<file path="src/phy_ed_pkg.sv">
// Constants for the PHY energy-detect control block.
// Assumes APB with 32-bit data, one aligned word per register.
package phy_ed_pkg;
  localparam logic [11:0] OFF_PHY_CONTROL_SECOND = 12'h000;
  localparam logic [11:0] OFF_IRQ_STATUS = 12'h004;
  localparam logic [11:0] OFF_IRQ_MASK = 12'h008;
  localparam logic [11:0] OFF_LINK_STATUS = 12'h00c;
  localparam logic [11:0] OFF_TX_CONTROL = 12'h010;
  localparam int BIT_SLEEP_EN = 13;
  localparam int BIT_THRESH = 11;
  localparam int BIT_FORCE_LINK = 2;
  localparam int BIT_ENERGY = 1;
  localparam logic [15:0] CTRL_WRITE_MASK = 16'h2804;
  localparam logic [15:0] CTRL_RESET = 16'h0000;
  localparam logic ENERGY_RESET = 1'b1;
  localparam int IRQ_W = 3;
  localparam int IRQ_ENERGY_UP = 0;
  localparam int IRQ_LINK_CHANGE = 1;
  localparam int IRQ_TX_DONE = 2;
  localparam logic [IRQ_W-1:0] IRQ_MASK_RESET = 3'h0;
  localparam int WAKE_NS = 100;
  localparam int CLK_NS = 10;
  localparam int WAKE_CYCLES = (WAKE_NS + CLK_NS - 1) / CLK_NS;
  typedef enum logic [1:0] {PWR_ON, PWR_SLEEP, PWR_WAKE} pwr_state_type;
endpackage : phy_ed_pkg

</file>
<file path="src/phy_ed_if.sv">
// Bundle between the register file and the power sequencer.
// Assumes both ends share mclk_i.
`timescale 1ns/100ps
interface phy_ed_if;
  logic sleep_en;
  logic energy;
  logic powered;
  logic asleep;
  modport regs (output sleep_en, output energy, input powered, input asleep);
  modport seq (input sleep_en, input energy, output powered, output asleep);
endinterface : phy_ed_if

</file>
<file path="src/phy_ed_control.sv">
// PHY energy-detect control register with APB slave and interrupt.
// Assumes APB master in mclk_i domain; PHY analog signals synchronous.
// How it works
// - With sleep enable set the PHY powers down without energy and up with it; clear keeps it on.
// - The threshold select output lowers the wake energy level when set.
// - Force link reports link up at once, only while powered and running at 100 Mbps.
// - The energy flag is read-only, resets to one and reflects energy on the receive pair.
// - Reserved bits are ignored on write and read as zero; writable bits reset to zero.
// - The energy flag is set whenever a signal is seen on the medium.
// - Asleep and unlinked, a transmit request stays pending with no done interrupt.
// - Asleep, link pulses are suppressed and the PHY only listens.
`timescale 1ns/100ps
module phy_ed_control (
  input wire logic mclk_i,
  input wire logic rstn_i,
  input wire logic psel_i,
  input wire logic penable_i,
  input wire logic pwrite_i,
  input wire logic [11:0] paddr_i,
  input wire logic [31:0] pwdata_i,
  input wire logic [3:0] pstrb_i,
  output logic [31:0] prdata_o,
  output logic pready_o,
  output logic pslverr_o,
  input wire logic energy_detect_i,
  input wire logic speed_100_i,
  input wire logic partner_link_i,
  input wire logic tx_done_i,
  output logic phy_powered_o,
  output logic wake_threshold_low_o,
  output logic link_pulse_en_o,
  output logic link_up_o,
  output logic tx_start_o,
  output logic irq_o
);
  logic [15:0] ctrl_reg;
  logic energy_reg;
  logic [phy_ed_pkg::IRQ_W-1:0] irq_status_reg;
  logic [phy_ed_pkg::IRQ_W-1:0] irq_mask_reg;
  logic [phy_ed_pkg::IRQ_W-1:0] irq_event;
  logic tx_request_reg;
  logic link_prev_reg;
  logic link_now;
  logic wr_en;
  logic rd_en;
  logic addr_ok;
  logic [31:0] rdata_next;
  phy_ed_if ed ();

  // ---------------------------------------------
  // Elaboration checks
  // ---------------------------------------------
  // Every field must sit inside the 16-bit register
  if (phy_ed_pkg::BIT_SLEEP_EN >= $bits(ctrl_reg) || phy_ed_pkg::BIT_THRESH >= $bits(ctrl_reg) ||
      phy_ed_pkg::BIT_FORCE_LINK >= $bits(ctrl_reg) || phy_ed_pkg::BIT_ENERGY >= $bits(ctrl_reg)) begin : g_bad_field
    $error("control field outside the register");
  end
  // The status word must hold every event
  if (phy_ed_pkg::IRQ_W <= phy_ed_pkg::IRQ_TX_DONE || phy_ed_pkg::IRQ_W > $bits(ctrl_reg)) begin : g_bad_irq
    $error("interrupt width cannot hold the events");
  end
  // A writable energy flag would let software hide a live status
  if (phy_ed_pkg::CTRL_WRITE_MASK[phy_ed_pkg::BIT_ENERGY]) begin : g_bad_mask
    $error("energy flag marked writable");
  end

  // ---------------------------------------------
  // APB decode
  // ---------------------------------------------
  assign wr_en = psel_i && penable_i && pwrite_i;
  assign rd_en = psel_i && penable_i && !pwrite_i;
  assign pready_o = 1'b1;

  always_comb begin
    addr_ok = 1'b1;
    rdata_next = 32'h0000_0000;
    if (paddr_i == phy_ed_pkg::OFF_PHY_CONTROL_SECOND) begin
      rdata_next[15:0] = (ctrl_reg & phy_ed_pkg::CTRL_WRITE_MASK);
      rdata_next[phy_ed_pkg::BIT_ENERGY] = energy_reg;
    end else if (paddr_i == phy_ed_pkg::OFF_IRQ_STATUS) begin
      rdata_next[phy_ed_pkg::IRQ_W-1:0] = irq_status_reg;
    end else if (paddr_i == phy_ed_pkg::OFF_IRQ_MASK) begin
      rdata_next[phy_ed_pkg::IRQ_W-1:0] = irq_mask_reg;
    end else if (paddr_i == phy_ed_pkg::OFF_LINK_STATUS) begin
      rdata_next[0] = link_up_o;
      rdata_next[1] = phy_powered_o;
    end else if (paddr_i == phy_ed_pkg::OFF_TX_CONTROL) begin
      rdata_next[0] = tx_request_reg;
    end else begin
      addr_ok = 1'b0;
    end
  end

  // Read data is a live mux of the registers, so no wait state is needed
  assign pslverr_o = psel_i && penable_i && !addr_ok;
  assign prdata_o = rdata_next;

  // ---------------------------------------------
  // Control register
  // ---------------------------------------------
  always_ff @(posedge mclk_i or negedge rstn_i) begin
    if (!rstn_i) begin
      ctrl_reg <= phy_ed_pkg::CTRL_RESET;
    end else if (wr_en && paddr_i == phy_ed_pkg::OFF_PHY_CONTROL_SECOND) begin
      if (pstrb_i[0]) begin
        ctrl_reg[7:0] <= pwdata_i[7:0] & phy_ed_pkg::CTRL_WRITE_MASK[7:0];
      end
      if (pstrb_i[1]) begin
        ctrl_reg[15:8] <= pwdata_i[15:8] & phy_ed_pkg::CTRL_WRITE_MASK[15:8];
      end
    end
  end

  always_ff @(posedge mclk_i or negedge rstn_i) begin
    if (!rstn_i) begin
      energy_reg <= phy_ed_pkg::ENERGY_RESET;
    end else begin
      energy_reg <= energy_detect_i;
    end
  end

  always_ff @(posedge mclk_i or negedge rstn_i) begin
    if (!rstn_i) begin
      irq_mask_reg <= phy_ed_pkg::IRQ_MASK_RESET;
    end else if (wr_en && paddr_i == phy_ed_pkg::OFF_IRQ_MASK && pstrb_i[0]) begin
      irq_mask_reg <= pwdata_i[phy_ed_pkg::IRQ_W-1:0];
    end
  end

  // ---------------------------------------------
  // Power and link
  // ---------------------------------------------
  assign ed.sleep_en = ctrl_reg[phy_ed_pkg::BIT_SLEEP_EN];
  assign ed.energy = energy_reg;

  phy_ed_power_seq phy_ed_power_seq_inst (
    .mclk_i(mclk_i),
    .rstn_i(rstn_i),
    .ctl(ed.seq)
  );

  assign phy_powered_o = ed.powered;
  assign wake_threshold_low_o = ctrl_reg[phy_ed_pkg::BIT_THRESH];
  assign link_pulse_en_o = ed.powered;
  // Forcing at 10 Mbps would confuse the partner, so the override is gated
  assign link_now = ed.powered &&
    (partner_link_i || (ctrl_reg[phy_ed_pkg::BIT_FORCE_LINK] && speed_100_i));
  assign link_up_o = link_now;

  always_ff @(posedge mclk_i or negedge rstn_i) begin
    if (!rstn_i) begin
      link_prev_reg <= 1'b0;
    end else begin
      link_prev_reg <= link_now;
    end
  end

  // ---------------------------------------------
  // Transmit hold-off
  // ---------------------------------------------
  always_ff @(posedge mclk_i or negedge rstn_i) begin
    if (!rstn_i) begin
      tx_request_reg <= 1'b0;
    end else if (wr_en && paddr_i == phy_ed_pkg::OFF_TX_CONTROL && pstrb_i[0] && pwdata_i[0]) begin
      // A request written in the finishing cycle wins, so it is not lost
      tx_request_reg <= 1'b1;
    end else if (tx_request_reg && link_now && tx_done_i) begin
      tx_request_reg <= 1'b0;
    end
  end

  // Request waits until a link exists; unlinked it never completes
  assign tx_start_o = tx_request_reg && link_now;

  // ---------------------------------------------
  // Interrupts
  // ---------------------------------------------
  assign irq_event[phy_ed_pkg::IRQ_ENERGY_UP] = energy_detect_i && !energy_reg;
  assign irq_event[phy_ed_pkg::IRQ_LINK_CHANGE] = link_now != link_prev_reg;
  assign irq_event[phy_ed_pkg::IRQ_TX_DONE] = tx_request_reg && link_now && tx_done_i;

  always_ff @(posedge mclk_i or negedge rstn_i) begin
    if (!rstn_i) begin
      irq_status_reg <= '0;
    end else if (rd_en && paddr_i == phy_ed_pkg::OFF_IRQ_STATUS) begin
      irq_status_reg <= irq_event; // Set wins over read clear
    end else begin
      irq_status_reg <= irq_status_reg | irq_event;
    end
  end

  assign irq_o = |(irq_status_reg & irq_mask_reg);

  // ---------------------------------------------
  // Checks
  // ---------------------------------------------
  localparam int WAKE_LAST = phy_ed_pkg::WAKE_CYCLES;
  localparam logic [15:0] CTRL_READ_MASK = phy_ed_pkg::CTRL_WRITE_MASK | (16'h0001 << phy_ed_pkg::BIT_ENERGY);

  for (genvar ev = 0; ev < phy_ed_pkg::IRQ_W; ev++) begin : g_sticky

  end
endmodule : phy_ed_control

</file>
<file path="src/phy_ed_power_seq.sv">
// Energy-detect power sequencer for the PHY.
// Assumes energy input already filtered and synchronous.
`timescale 1ns/100ps
module phy_ed_power_seq (
  input wire logic mclk_i,
  input wire logic rstn_i,
  phy_ed_if.seq ctl
);
  phy_ed_pkg::pwr_state_type state_reg;
  logic [7:0] wake_cnt_reg;

  // The counter must hold the full settle count
  if (phy_ed_pkg::WAKE_CYCLES < 1 || phy_ed_pkg::WAKE_CYCLES >= (2 ** $bits(wake_cnt_reg))) begin : g_bad_wake
    $error("wake cycle count out of range");
  end

  // ---------------------------------------------
  // Power state
  // ---------------------------------------------
  always_ff @(posedge mclk_i or negedge rstn_i) begin
    if (!rstn_i) begin
      state_reg <= phy_ed_pkg::PWR_ON;
      wake_cnt_reg <= 8'h00;
    end else begin
      case (state_reg)
        phy_ed_pkg::PWR_ON: begin
          if (ctl.sleep_en && !ctl.energy) begin
            state_reg <= phy_ed_pkg::PWR_SLEEP;
          end
        end
        phy_ed_pkg::PWR_SLEEP: begin
          if (!ctl.sleep_en) begin
            state_reg <= phy_ed_pkg::PWR_ON;
          end else if (ctl.energy) begin
            state_reg <= phy_ed_pkg::PWR_WAKE;
            wake_cnt_reg <= 8'(phy_ed_pkg::WAKE_CYCLES);
          end
        end
        default: begin
          if (wake_cnt_reg <= 8'h01) begin
            state_reg <= phy_ed_pkg::PWR_ON;
          end
          wake_cnt_reg <= wake_cnt_reg - 8'h01;
        end
      endcase
    end
  end

  assign ctl.powered = (state_reg == phy_ed_pkg::PWR_ON);
  assign ctl.asleep = (state_reg == phy_ed_pkg::PWR_SLEEP);
endmodule : phy_ed_power_seq

</file>
<file path="config.mk">
export PLATFORM = sky130hd
export DESIGN_NAME = phy_ed_control
export DESIGN_NICKNAME = d
export VERILOG_FILES = /design/src/phy_ed_pkg.sv /design/src/phy_ed_if.sv /design/src/phy_ed_control.sv /design/src/phy_ed_power_seq.sv
export SDC_FILE = /design/constraint.sdc
export NUM_CORES = 1
export LEC_CHECK = 0
export BUFFER_PORTS_ARGS = -buffer_cell sky130_fd_sc_hd__buf_2
export CORE_MARGIN = 10
export CORE_UTILIZATION = 40
export CTS_CLUSTER_SIZE = 8
export DETAILED_ROUTE_END_ITERATION = 16
export PLACE_DENSITY = 0.81
export SYNTH_ARGS = -nofsm -noshare
export SYNTH_HDL_FRONTEND = slang
export SYNTH_HIERARCHICAL = 1
export SYNTH_SLANG_ARGS = --single-unit
</file>
<file path="constraint.sdc">
create_clock -name mclk_i -period 2.8 [get_ports mclk_i]
set_input_delay 0.56 -clock mclk_i [delete_from_list [all_inputs] [get_ports mclk_i]]
set_output_delay 0.56 -clock mclk_i [all_outputs]
set_load 0.005 [all_outputs]
</file>
==> results of run 1 <==
==> placed cells by master, fill, tap and decap left out, drive strengths merged, types with 4 or more instances in the layout <==
cell	n
dfrtp	21
mux2	6
buf	44
inv	8
and2	4
conb	28
or4	4
clkbuf	4
nor3	5
a21oi	6
a31oi	5
o21ai	6
nand2	8
==> per-layer routing <==
metal | track usage (%) | vias up
li1 | - | 572
met1 | 11.79 | 554
met2 | 17.90 | 39
met3 | 2.227 | 2
met4 | 2.641 | 0
met5 | 0 | -
==> power breakdown <==
part	total, mW	internal [mW]	switching (mW)
combinational	0.0551	0.0218	0.0333
clock	0.172	0.0794	0.0925
sequential	0.321	0.320	0.00158
total	0.548	0.421	0.127
==> final cells by class <==
type	instances	area share [%]
Sequential cell	22	33.54
Clock buffer	4	2.205
Multi-Input combinational cell	112	44.79
Tap cell	46	3.498
Inverter	8	1.825
Timing Repair Buffer	44	14.14
==> worst register-to-register path, delay by kind of cell, from the launching register on <==
kind	cells	cell delay (ns)
AOI/OAI and AO/OA	1	0.20
DFF	1	0.56
and+or+nand+nor	3	0.79
==> worst max path at each step <==
stage,start,end,slack (ns),depth (start not counted)
after floorplan,paddr_i[1],prdata_o[2],0.36,4
after global placement,paddr_i[1],prdata_o[2],0.09,6
after detailed placement,paddr_i[1],prdata_o[2],0.07,6
after CTS,paddr_i[1],prdata_o[2],0.07,6
after global routing,paddr_i[1],prdata_o[0],0.02,7
final,paddr_i[1],prdata_o[2],0.08,6
==> through the flow <==
step                      instances  hold WS [ns]  area, sq um  util [%]  setup slack (ns)
final                           236        0.1983         1645     48.17           0.07672
after global routing            236        0.2118         1645     48.17           0.01521
after CTS                       236        0.2015         1645     48.17           0.06890
after detailed placement        232        0.5017         1609     47.11           0.07012
after global placement          232        0.4935         1609     47.11           0.08532
after floorplan                 173        0.2644         1545         -            0.3568
==> results.ini, run 1 <==
[status]
outcome = finished clean

[clock_tree]
clkSlewWorstSetupHoldPaths_ns = 0.12
cts_max_path_buffers = 2
post-cts-setup-buffers = 0
cts_root_buf = clkbuf_4
cts_sinks = 22
cts_tree = done
clk_latency_ns = 0.30
post_cts_resized = 0
cts_hold_buf = 0
htreeDepth = 1
numCtsBuffers = 3

[setup_path]
start_kind = input port
cp_slowest_cell = or4_4
critical_path_required_ns = 2.24
crit_family = simple AND/OR/NAND/NOR gates
critical_path.cell_chain = buf_2, or4_4, or4_4, nor2_1, a22o_1, buf_2
reg2reg_to = tx_request_reg
critical_path_class = input port to primary output
reg2reg_depth = 4
critPathMaxStageDelay_ns = 0.53
reg2reg_slack_ns = 1.16
cp_max_fo = 3
rr_startpoint = phy_ed_power_seq_inst/state_reg[1]
worstPathArrival_ns = 2.16
cp-end-kind = primary output
path_buf_inv = 2

[layout]
drive_above_1_share_pct = 32.63
nets = 250
multi_input_area_sq_um = 737.0
largest_reg_flops = 8
seq_area_sq_um = 551.8
diodes = 0
fillers = 343
area_growth_pct = 13.66

[routing]
drtPass1Iterations = 4
antenna_left = 0
dr.max_layer_used = met4
wl_met1_um = 1394
wl_met3_um = 226
routed-via-count = 1167
post_drt_wl_per_cell_um = 14.39
routed_via_density = 4.945
drc = 0
drt_iter0_drc = 38
routed_wl_um = 3397
routed-wl-met2_um = 1745

[timing]
rsz0062_at_grt = false
slew_violations = 0
hold_viol_final = 0
setup_violations = 0
fin_crit_sh_pct = 97.26
totalNegativeSetupSlack_ns = 0
min_period_ns = 2.723
fin_worst_skew_ns = 0.003973
max_freq_ghz = 0.3672

[min_path]
min_path_type = input port to async pin

[global_route]
grt_pass1_vias = 1139
grt_max_degree = 23
grt_usage_pct = 10.05
antenna_found_initial = 0
grt_pass1_wl_um = 5354
grt-ovfl-total = 0

[synthesis]
avgSynthCellArea_sq_um = 9.848
syn-cell-area_sq_mm = 0.001448
yosysWarningCount = 6
synthCells = 147

[power]
vdd_drop_max_v = 0.0003461
power_mw = 0.5484
p_per_area_mw_per_mm2 = 333.3
power.leakage_nw = 0.8258

[floorplan]
die_h_um = 80.16
core-area_sq_mm = 0.003416
io_pins = 97
die-area_sq_mm = 0.006426
die-width_um = 80.16
rows = 21
start_util_pct = 42.38

[placement]
place_hpwl_um = 2870
gp_congestion = 0.8570
port_buffers = 39

[job]
drv_cap = 0

Note: power is estimated with default switching activity, not from simulation.
==> run 2, diff against run 1 <==
--- a/config.mk
+++ b/config.mk
@@ -5,12 +5,13 @@
 export SDC_FILE = /design/constraint.sdc
 export NUM_CORES = 1
 export LEC_CHECK = 0
+export ABC_AREA = 1
 export BUFFER_PORTS_ARGS = -buffer_cell sky130_fd_sc_hd__buf_2
 export CORE_MARGIN = 10
 export CORE_UTILIZATION = 40
 export CTS_CLUSTER_SIZE = 8
 export DETAILED_ROUTE_END_ITERATION = 16
-export PLACE_DENSITY = 0.81
+export PLACE_DENSITY = 0.78
 export SYNTH_ARGS = -nofsm -noshare
 export SYNTH_HDL_FRONTEND = slang
 export SYNTH_HIERARCHICAL = 1
==> run 2 against run 1 <==
Net effect: critical path depth increased by 3; maximum frequency increased by 15%; clock skew shrank 0.0026 ns; critical path type unchanged; first-iteration DRC count up 87%; register-to-register slack improved by 0.18 ns.
==> results.ini, run 2 <==
[setup_path]
reg2reg_to = tx_request_reg
cp_max_fo = 14  ; +11
reg2reg_slack_ns = 1.34  ; +0.18 ns
cp-end-kind = primary output
rr_startpoint = phy_ed_power_seq_inst/state_reg[1]
critical_path_required_ns = 2.24  ; about the same
worstPathArrival_ns = 1.82  ; -0.34 ns
critical_path_class = input port to primary output
start_kind = input port
reg2reg_depth = 4  ; unchanged
startpoint = paddr_i[11]
endpoint = prdata_o[2]

[global_route]
grt-ovfl-total = 0  ; unchanged
antenna_found_initial = 0  ; unchanged
grt_usage_pct = 10.50  ; +0.45 points
grt_pass1_wl_um = 6285  ; +17%
grt_pass1_vias = 1418  ; +24%
grt_max_degree = 23  ; unchanged

[clock_tree]
clk_latency_ns = 0.27  ; -0.03 ns
clkSlewWorstSetupHoldPaths_ns = 0.08  ; -0.04 ns
cts_tree = done
post_cts_resized = 0  ; unchanged
htreeDepth = 1  ; unchanged
post-cts-setup-buffers = 0  ; unchanged
cts_sinks = 22  ; unchanged
cts_root_buf = clkbuf_8
numCtsBuffers = 3  ; unchanged
cts_max_path_buffers = 2  ; unchanged
cts_hold_buf = 0  ; unchanged

[floorplan]
rows = 23  ; +9.5%
io_pins = 97  ; unchanged
core-area_sq_mm = 0.004000  ; +17%
die-width_um = 84.38  ; +5.3%
start_util_pct = 41.45  ; -0.94 points
die_h_um = 84.38  ; +5.3%
die-area_sq_mm = 0.007120  ; +11%

[routing]
antenna_left = 0  ; unchanged
routed_via_density = 4.368  ; -12%
post_drt_wl_per_cell_um = 11.74  ; -18%
routed_wl_um = 3697  ; +8.8%
drt_iter0_drc = 71  ; +87%
routed-via-count = 1376  ; +18%
drtPass1Iterations = 4  ; unchanged
drc = 0  ; unchanged

[power]
p_per_area_mw_per_mm2 = 345.7  ; +3.7%
power.leakage_nw = 1.051  ; +27%
vdd_drop_max_v = 0.0003312  ; -4.3%

[timing]
fin_crit_sh_pct = 84.83  ; -12 points
hold_viol_final = 0  ; unchanged
min_period_ns = 2.375  ; -0.3481 ns
setup_violations = 0  ; unchanged
fin_worst_skew_ns = 0.001341  ; -0.002632 ns
rsz0062_at_grt = false
totalNegativeSetupSlack_ns = 0  ; unchanged
slew_violations = 0  ; unchanged
max_freq_ghz = 0.4210  ; +15%

[layout]
layout_commonest_cell = nand2_1
drive_above_1_share_pct = 24.53  ; -8.1 points
final_area_sq_mm = 0.001828  ; +11%
final_core_util_pct = 45.70  ; -2.5 points
final_cell_mix = nand2_1, buf_2, inv_1
largest_reg_flops = 8  ; unchanged
nets = 325  ; +30%
diodes = 0  ; unchanged
area_growth_pct = 10.26

[job]
drv_cap = 0  ; unchanged

[status]
outcome = finished clean

[placement]
port_buffers = 39  ; unchanged
gp_congestion = 0.8756  ; +2.2%
dpl_cell_area_sq_mm = 0.001773  ; +10%
place_hpwl_um = 3133  ; +9.2%

[synthesis]
synthCells = 227  ; +54%
avgSynthCellArea_sq_um = 7.303  ; -26%
syn-cell-area_sq_mm = 0.001658  ; +15%
yosysWarningCount = 6  ; unchanged

[min_path]
min_path_type = input port to async pin

## run 2: worst min path at each step
stage / start / to / slack (ns) / depth (start not counted)
after floorplan: rstn_i / ctrl_reg[11] / 0.26 / 0
after global placement: irq_status_reg[2] / irq_status_reg[2] / 0.49 / 1
after detailed placement: irq_status_reg[2] / irq_status_reg[2] / 0.50 / 1
after CTS: rstn_i / phy_ed_power_seq_inst/wake_cnt_reg[3] / 0.26 / 1
after global routing: rstn_i / irq_status_reg[0] / 0.28 / 1
final: rstn_i / phy_ed_power_seq_inst/wake_cnt_reg[5] / 0.24 / 1
## run 2: final cells by class
class | count | area, sq um
timing repair buffer | 39 | 195.2
sequential | 22 | 551.8
clock buffer | 4 | 55.05
tap | 50 | 62.56
inverter | 32 | 122.6
multi-input combinational | 168 | 840.8
fill | 420 | 2172
## run 2: routing by layer
| layer | wire length [um] | track usage [%] | vias up |
|---|---|---|---|
| met2 | 1791 | 17.84 | 39 |
| met4 | 81 | 5.838 | 0 |
| li1 | - | - | 720 |
| met3 | 215 | 2.609 | 5 |
| met1 | 1608 | 11.72 | 612 |
| met5 | 0 | 0 | - |
## run 2: metrics by stage
step           instances  hold slack, ns  setup slack [ns]  power [mW]
2_1_floorplan        253          0.2644            0.9059      0.3977
5_1_grt              315          0.2829            0.2455      0.6666
3_3_place_gp         311          0.4931            0.4451      0.4029
3_5_place_dp         311          0.4960            0.4247      0.4049
4_1_cts              315          0.2584            0.4165      0.6342
6_report             315          0.2400            0.4248      0.6319
## run 2: worst max-delay path, stage by stage
cell     delay, ns
buf_2         0.09
nor2_1        0.10
nand2_1       0.11
nor2_4        0.37
nand2_4       0.14
or2_0         0.22
nand2_1       0.07
inv_1         0.04
buf_2         0.12
## run 2: where the power goes
part	internal, mW	leakage, nW	switching [mW]
clock network	0.126	0.0288	0.107
logic	0.0257	0.736	0.0448
registers	0.324	0.286	0.00444
total	0.476	1.05	0.156
==> run 3, diff against run 2 <==
--- a/config.mk
+++ b/config.mk
@@ -11,7 +11,7 @@
 export CORE_UTILIZATION = 40
 export CTS_CLUSTER_SIZE = 8
 export DETAILED_ROUTE_END_ITERATION = 16
-export PLACE_DENSITY = 0.78
+export PLACE_DENSITY = 0.81
 export SYNTH_ARGS = -nofsm -noshare
 export SYNTH_HDL_FRONTEND = slang
 export SYNTH_HIERARCHICAL = 1
==> constraint.sdc (replaced) <==
create_clock -name mclk_i -period 2.05 [get_ports mclk_i]
set_input_delay 0.41 -clock mclk_i [delete_from_list [all_inputs] [get_ports mclk_i]]
set_output_delay 0.41 -clock mclk_i [all_outputs]
set_load 0.005 [all_outputs]
==> run 3 against run 2 <==
Net effect: setup slack worse by 0.26 ns; combinational power up 40%; core utilization increased by 1.3 points; cell area rose by 2.7%; register-to-register slack worse by 0.52 ns; sequential share of layout area fell by 0.80 points; critical endpoint is now prdata_o[0]; via count grew 5.2%; count of clock-buffer cells in the layout unchanged; sequential cell count did not move; die area is the same; clock skew is essentially flat.
==> results.ini, run 3 (synthesis results as in run 2) <==
[setup_path]
cp_max_fo = 4  ; -10
cp-end-kind = primary output
critical_path_class = register to primary output
reg2reg_slack_ns = 0.82  ; -0.52 ns
reg2reg_depth = 4  ; unchanged
reg2reg_to = tx_request_reg
cp.depth = 8  ; -1
start_kind = register
crit_family = simple AND/OR/NAND/NOR gates
path_buf_inv = 2  ; -1
critical_path.cell_chain = nor2_4, nand2_1, inv_1, nand3_1, nand2_1, nor2_1, nor2_1, buf_2
critical_path_required_ns = 1.64  ; -0.60 ns
critPathMaxStageDelay_ns = 0.45  ; +0.08 ns
worstPathArrival_ns = 1.48  ; -0.34 ns
rr_startpoint = phy_ed_power_seq_inst/state_reg[0]
cp_slowest_cell = dfrtp_1

[floorplan]
core-area_sq_mm = 0.004000  ; unchanged
rows = 23  ; unchanged
io_pins = 97  ; unchanged
die-width_um = 84.38  ; unchanged
start_util_pct = 41.45  ; unchanged
die-area_sq_mm = 0.007120  ; unchanged
die_h_um = 84.38  ; unchanged

[status]
outcome = finished clean

[clock_tree]
clk_latency_ns = 0.26  ; about the same
numCtsBuffers = 3  ; unchanged
clkSlewWorstSetupHoldPaths_ns = 0.08  ; about the same
cts_root_buf = clkbuf_8
cts_sinks = 22  ; unchanged
cts_tree = done
htreeDepth = 1  ; unchanged
cts_max_path_buffers = 2  ; unchanged

[routing]
routed_via_density = 4.497  ; +2.9%
post_drt_wl_per_cell_um = 11.97  ; +2.0%
routed-via-count = 1448  ; +5.2%
drt_iter0_drc = 94  ; +32%
routed_wl_um = 3854  ; +4.2%
drc = 0  ; unchanged
drtPass1Iterations = 4  ; unchanged
antenna_left = 0  ; unchanged

[min_path]
min_path_type = input port to async pin

[power]
vdd_drop_max_v = 0.0004161  ; +26%
power.leakage_nw = 1.085  ; +3.2%
p_per_area_mw_per_mm2 = 438.7  ; +27%

[layout]
layout_commonest_cell = nand2_1
largest_reg_flops = 8  ; unchanged
nets = 332  ; +2.2%
drive_above_1_share_pct = 26.47  ; +1.9 points
final_cell_mix = nand2_1, buf_2, inv_1
area_growth_pct = 13.28
fillers = 417  ; -0.71%
diodes = 0  ; unchanged

[timing]
min_period_ns = 1.890
slew_violations = 0  ; unchanged
fin_worst_skew_ns = 0.0008773  ; -0.0004638 ns
hold_viol_final = 0  ; unchanged
setup_violations = 0  ; unchanged
holdWs_ns = 0.1064  ; -0.1336 ns
fin_ws_ns = 0.1604  ; -0.2644 ns
totalNegativeSetupSlack_ns = 0  ; unchanged
max_freq_ghz = 0.5292
fin_crit_sh_pct = 92.18
rsz0062_at_grt = false

[global_route]
grt_max_degree = 23  ; unchanged
grt_pass1_vias = 1508  ; +6.3%
grt_pass1_wl_um = 6589  ; +4.8%
antenna_found_initial = 0  ; unchanged
grt_usage_pct = 10.67  ; +0.17 points
grt-ovfl-total = 0  ; unchanged

[placement]
port_buffers = 39  ; unchanged
pre_cts_ws_ns = 0.1700  ; -0.2547 ns
place_hpwl_um = 3235  ; +3.3%
gp_congestion = 0.8749  ; about the same

[job]
drv_cap = 0  ; unchanged

==> run 3: final cells by class <==
type | instances | area, sq um | area share [%]
well taps | 50 | 62.56 | 3.331
flip-flops and latches | 22 | 551.8 | 29.38
repair buffers | 46 | 247.7 | 13.19
multi-input cells | 168 | 848.3 | 45.17
clock buffers | 4 | 45.04 | 2.398
inverters | 32 | 122.6 | 6.529
==> run 3: layer usage <==
metal / track usage (%) / wire length, um / vias to the layer above
met5: 0 / 0 / -
met3: 2.512 / 264 / 2
met4: 4.042 / 42 / 0
met2: 18.46 / 1925 / 55
met1: 12.43 / 1622 / 657
li1: - / - / 734
==> run 3: timing repair <==
action                                  CTS  global route
buffers inserted                          0             1
endpoints found under the setup margin    1             2
hold buffers                              0             0
gates cloned                              0             0
gates resized for setup                   1             1
pin swaps                                 0             1
==> run 3: worst max-delay path by stage <==
stage,from,end,slack [ns]
finish,phy_ed_power_seq_inst/state_reg[0],prdata_o[0],0.16
global route,paddr_i[7],prdata_o[2],0.009
CTS,phy_ed_power_seq_inst/state_reg[0],prdata_o[0],0.09
detailed placement,paddr_i[7],prdata_o[0],0.17
global placement,paddr_i[7],prdata_o[2],0.19
floorplan,phy_ed_power_seq_inst/state_reg[1],prdata_o[0],0.42
==> run 3: where the power goes <==
| group | internal (mW) | switching (mW) | total, mW | leakage, nW |
|---|---|---|---|---|
| sequential | 0.443 | 0.00643 | 0.450 | 0.286 |
| combinational | 0.0365 | 0.0619 | 0.0984 | 0.776 |
| clock | 0.138 | 0.138 | 0.276 | 0.0228 |
==> run 3: worst register-to-register path, stage by stage, from the launching register on <==
cell     delay (ns)
dfrtp_1        0.45
nor2_4         0.14
nand2_1        0.13
nor3b_1        0.29
o22ai_1        0.11
==> run 3: stage by stage <==
stage	cell area, sq um	instances	util [%]	power, mW
after floorplan	1755	253	-	0.5432
after global placement	1818	317	45.45	0.5526
after detailed placement	1818	317	45.45	0.5548
after CTS	1866	321	46.64	0.8309
after global routing	1878	322	46.95	0.8709
final	1878	322	46.95	0.8240
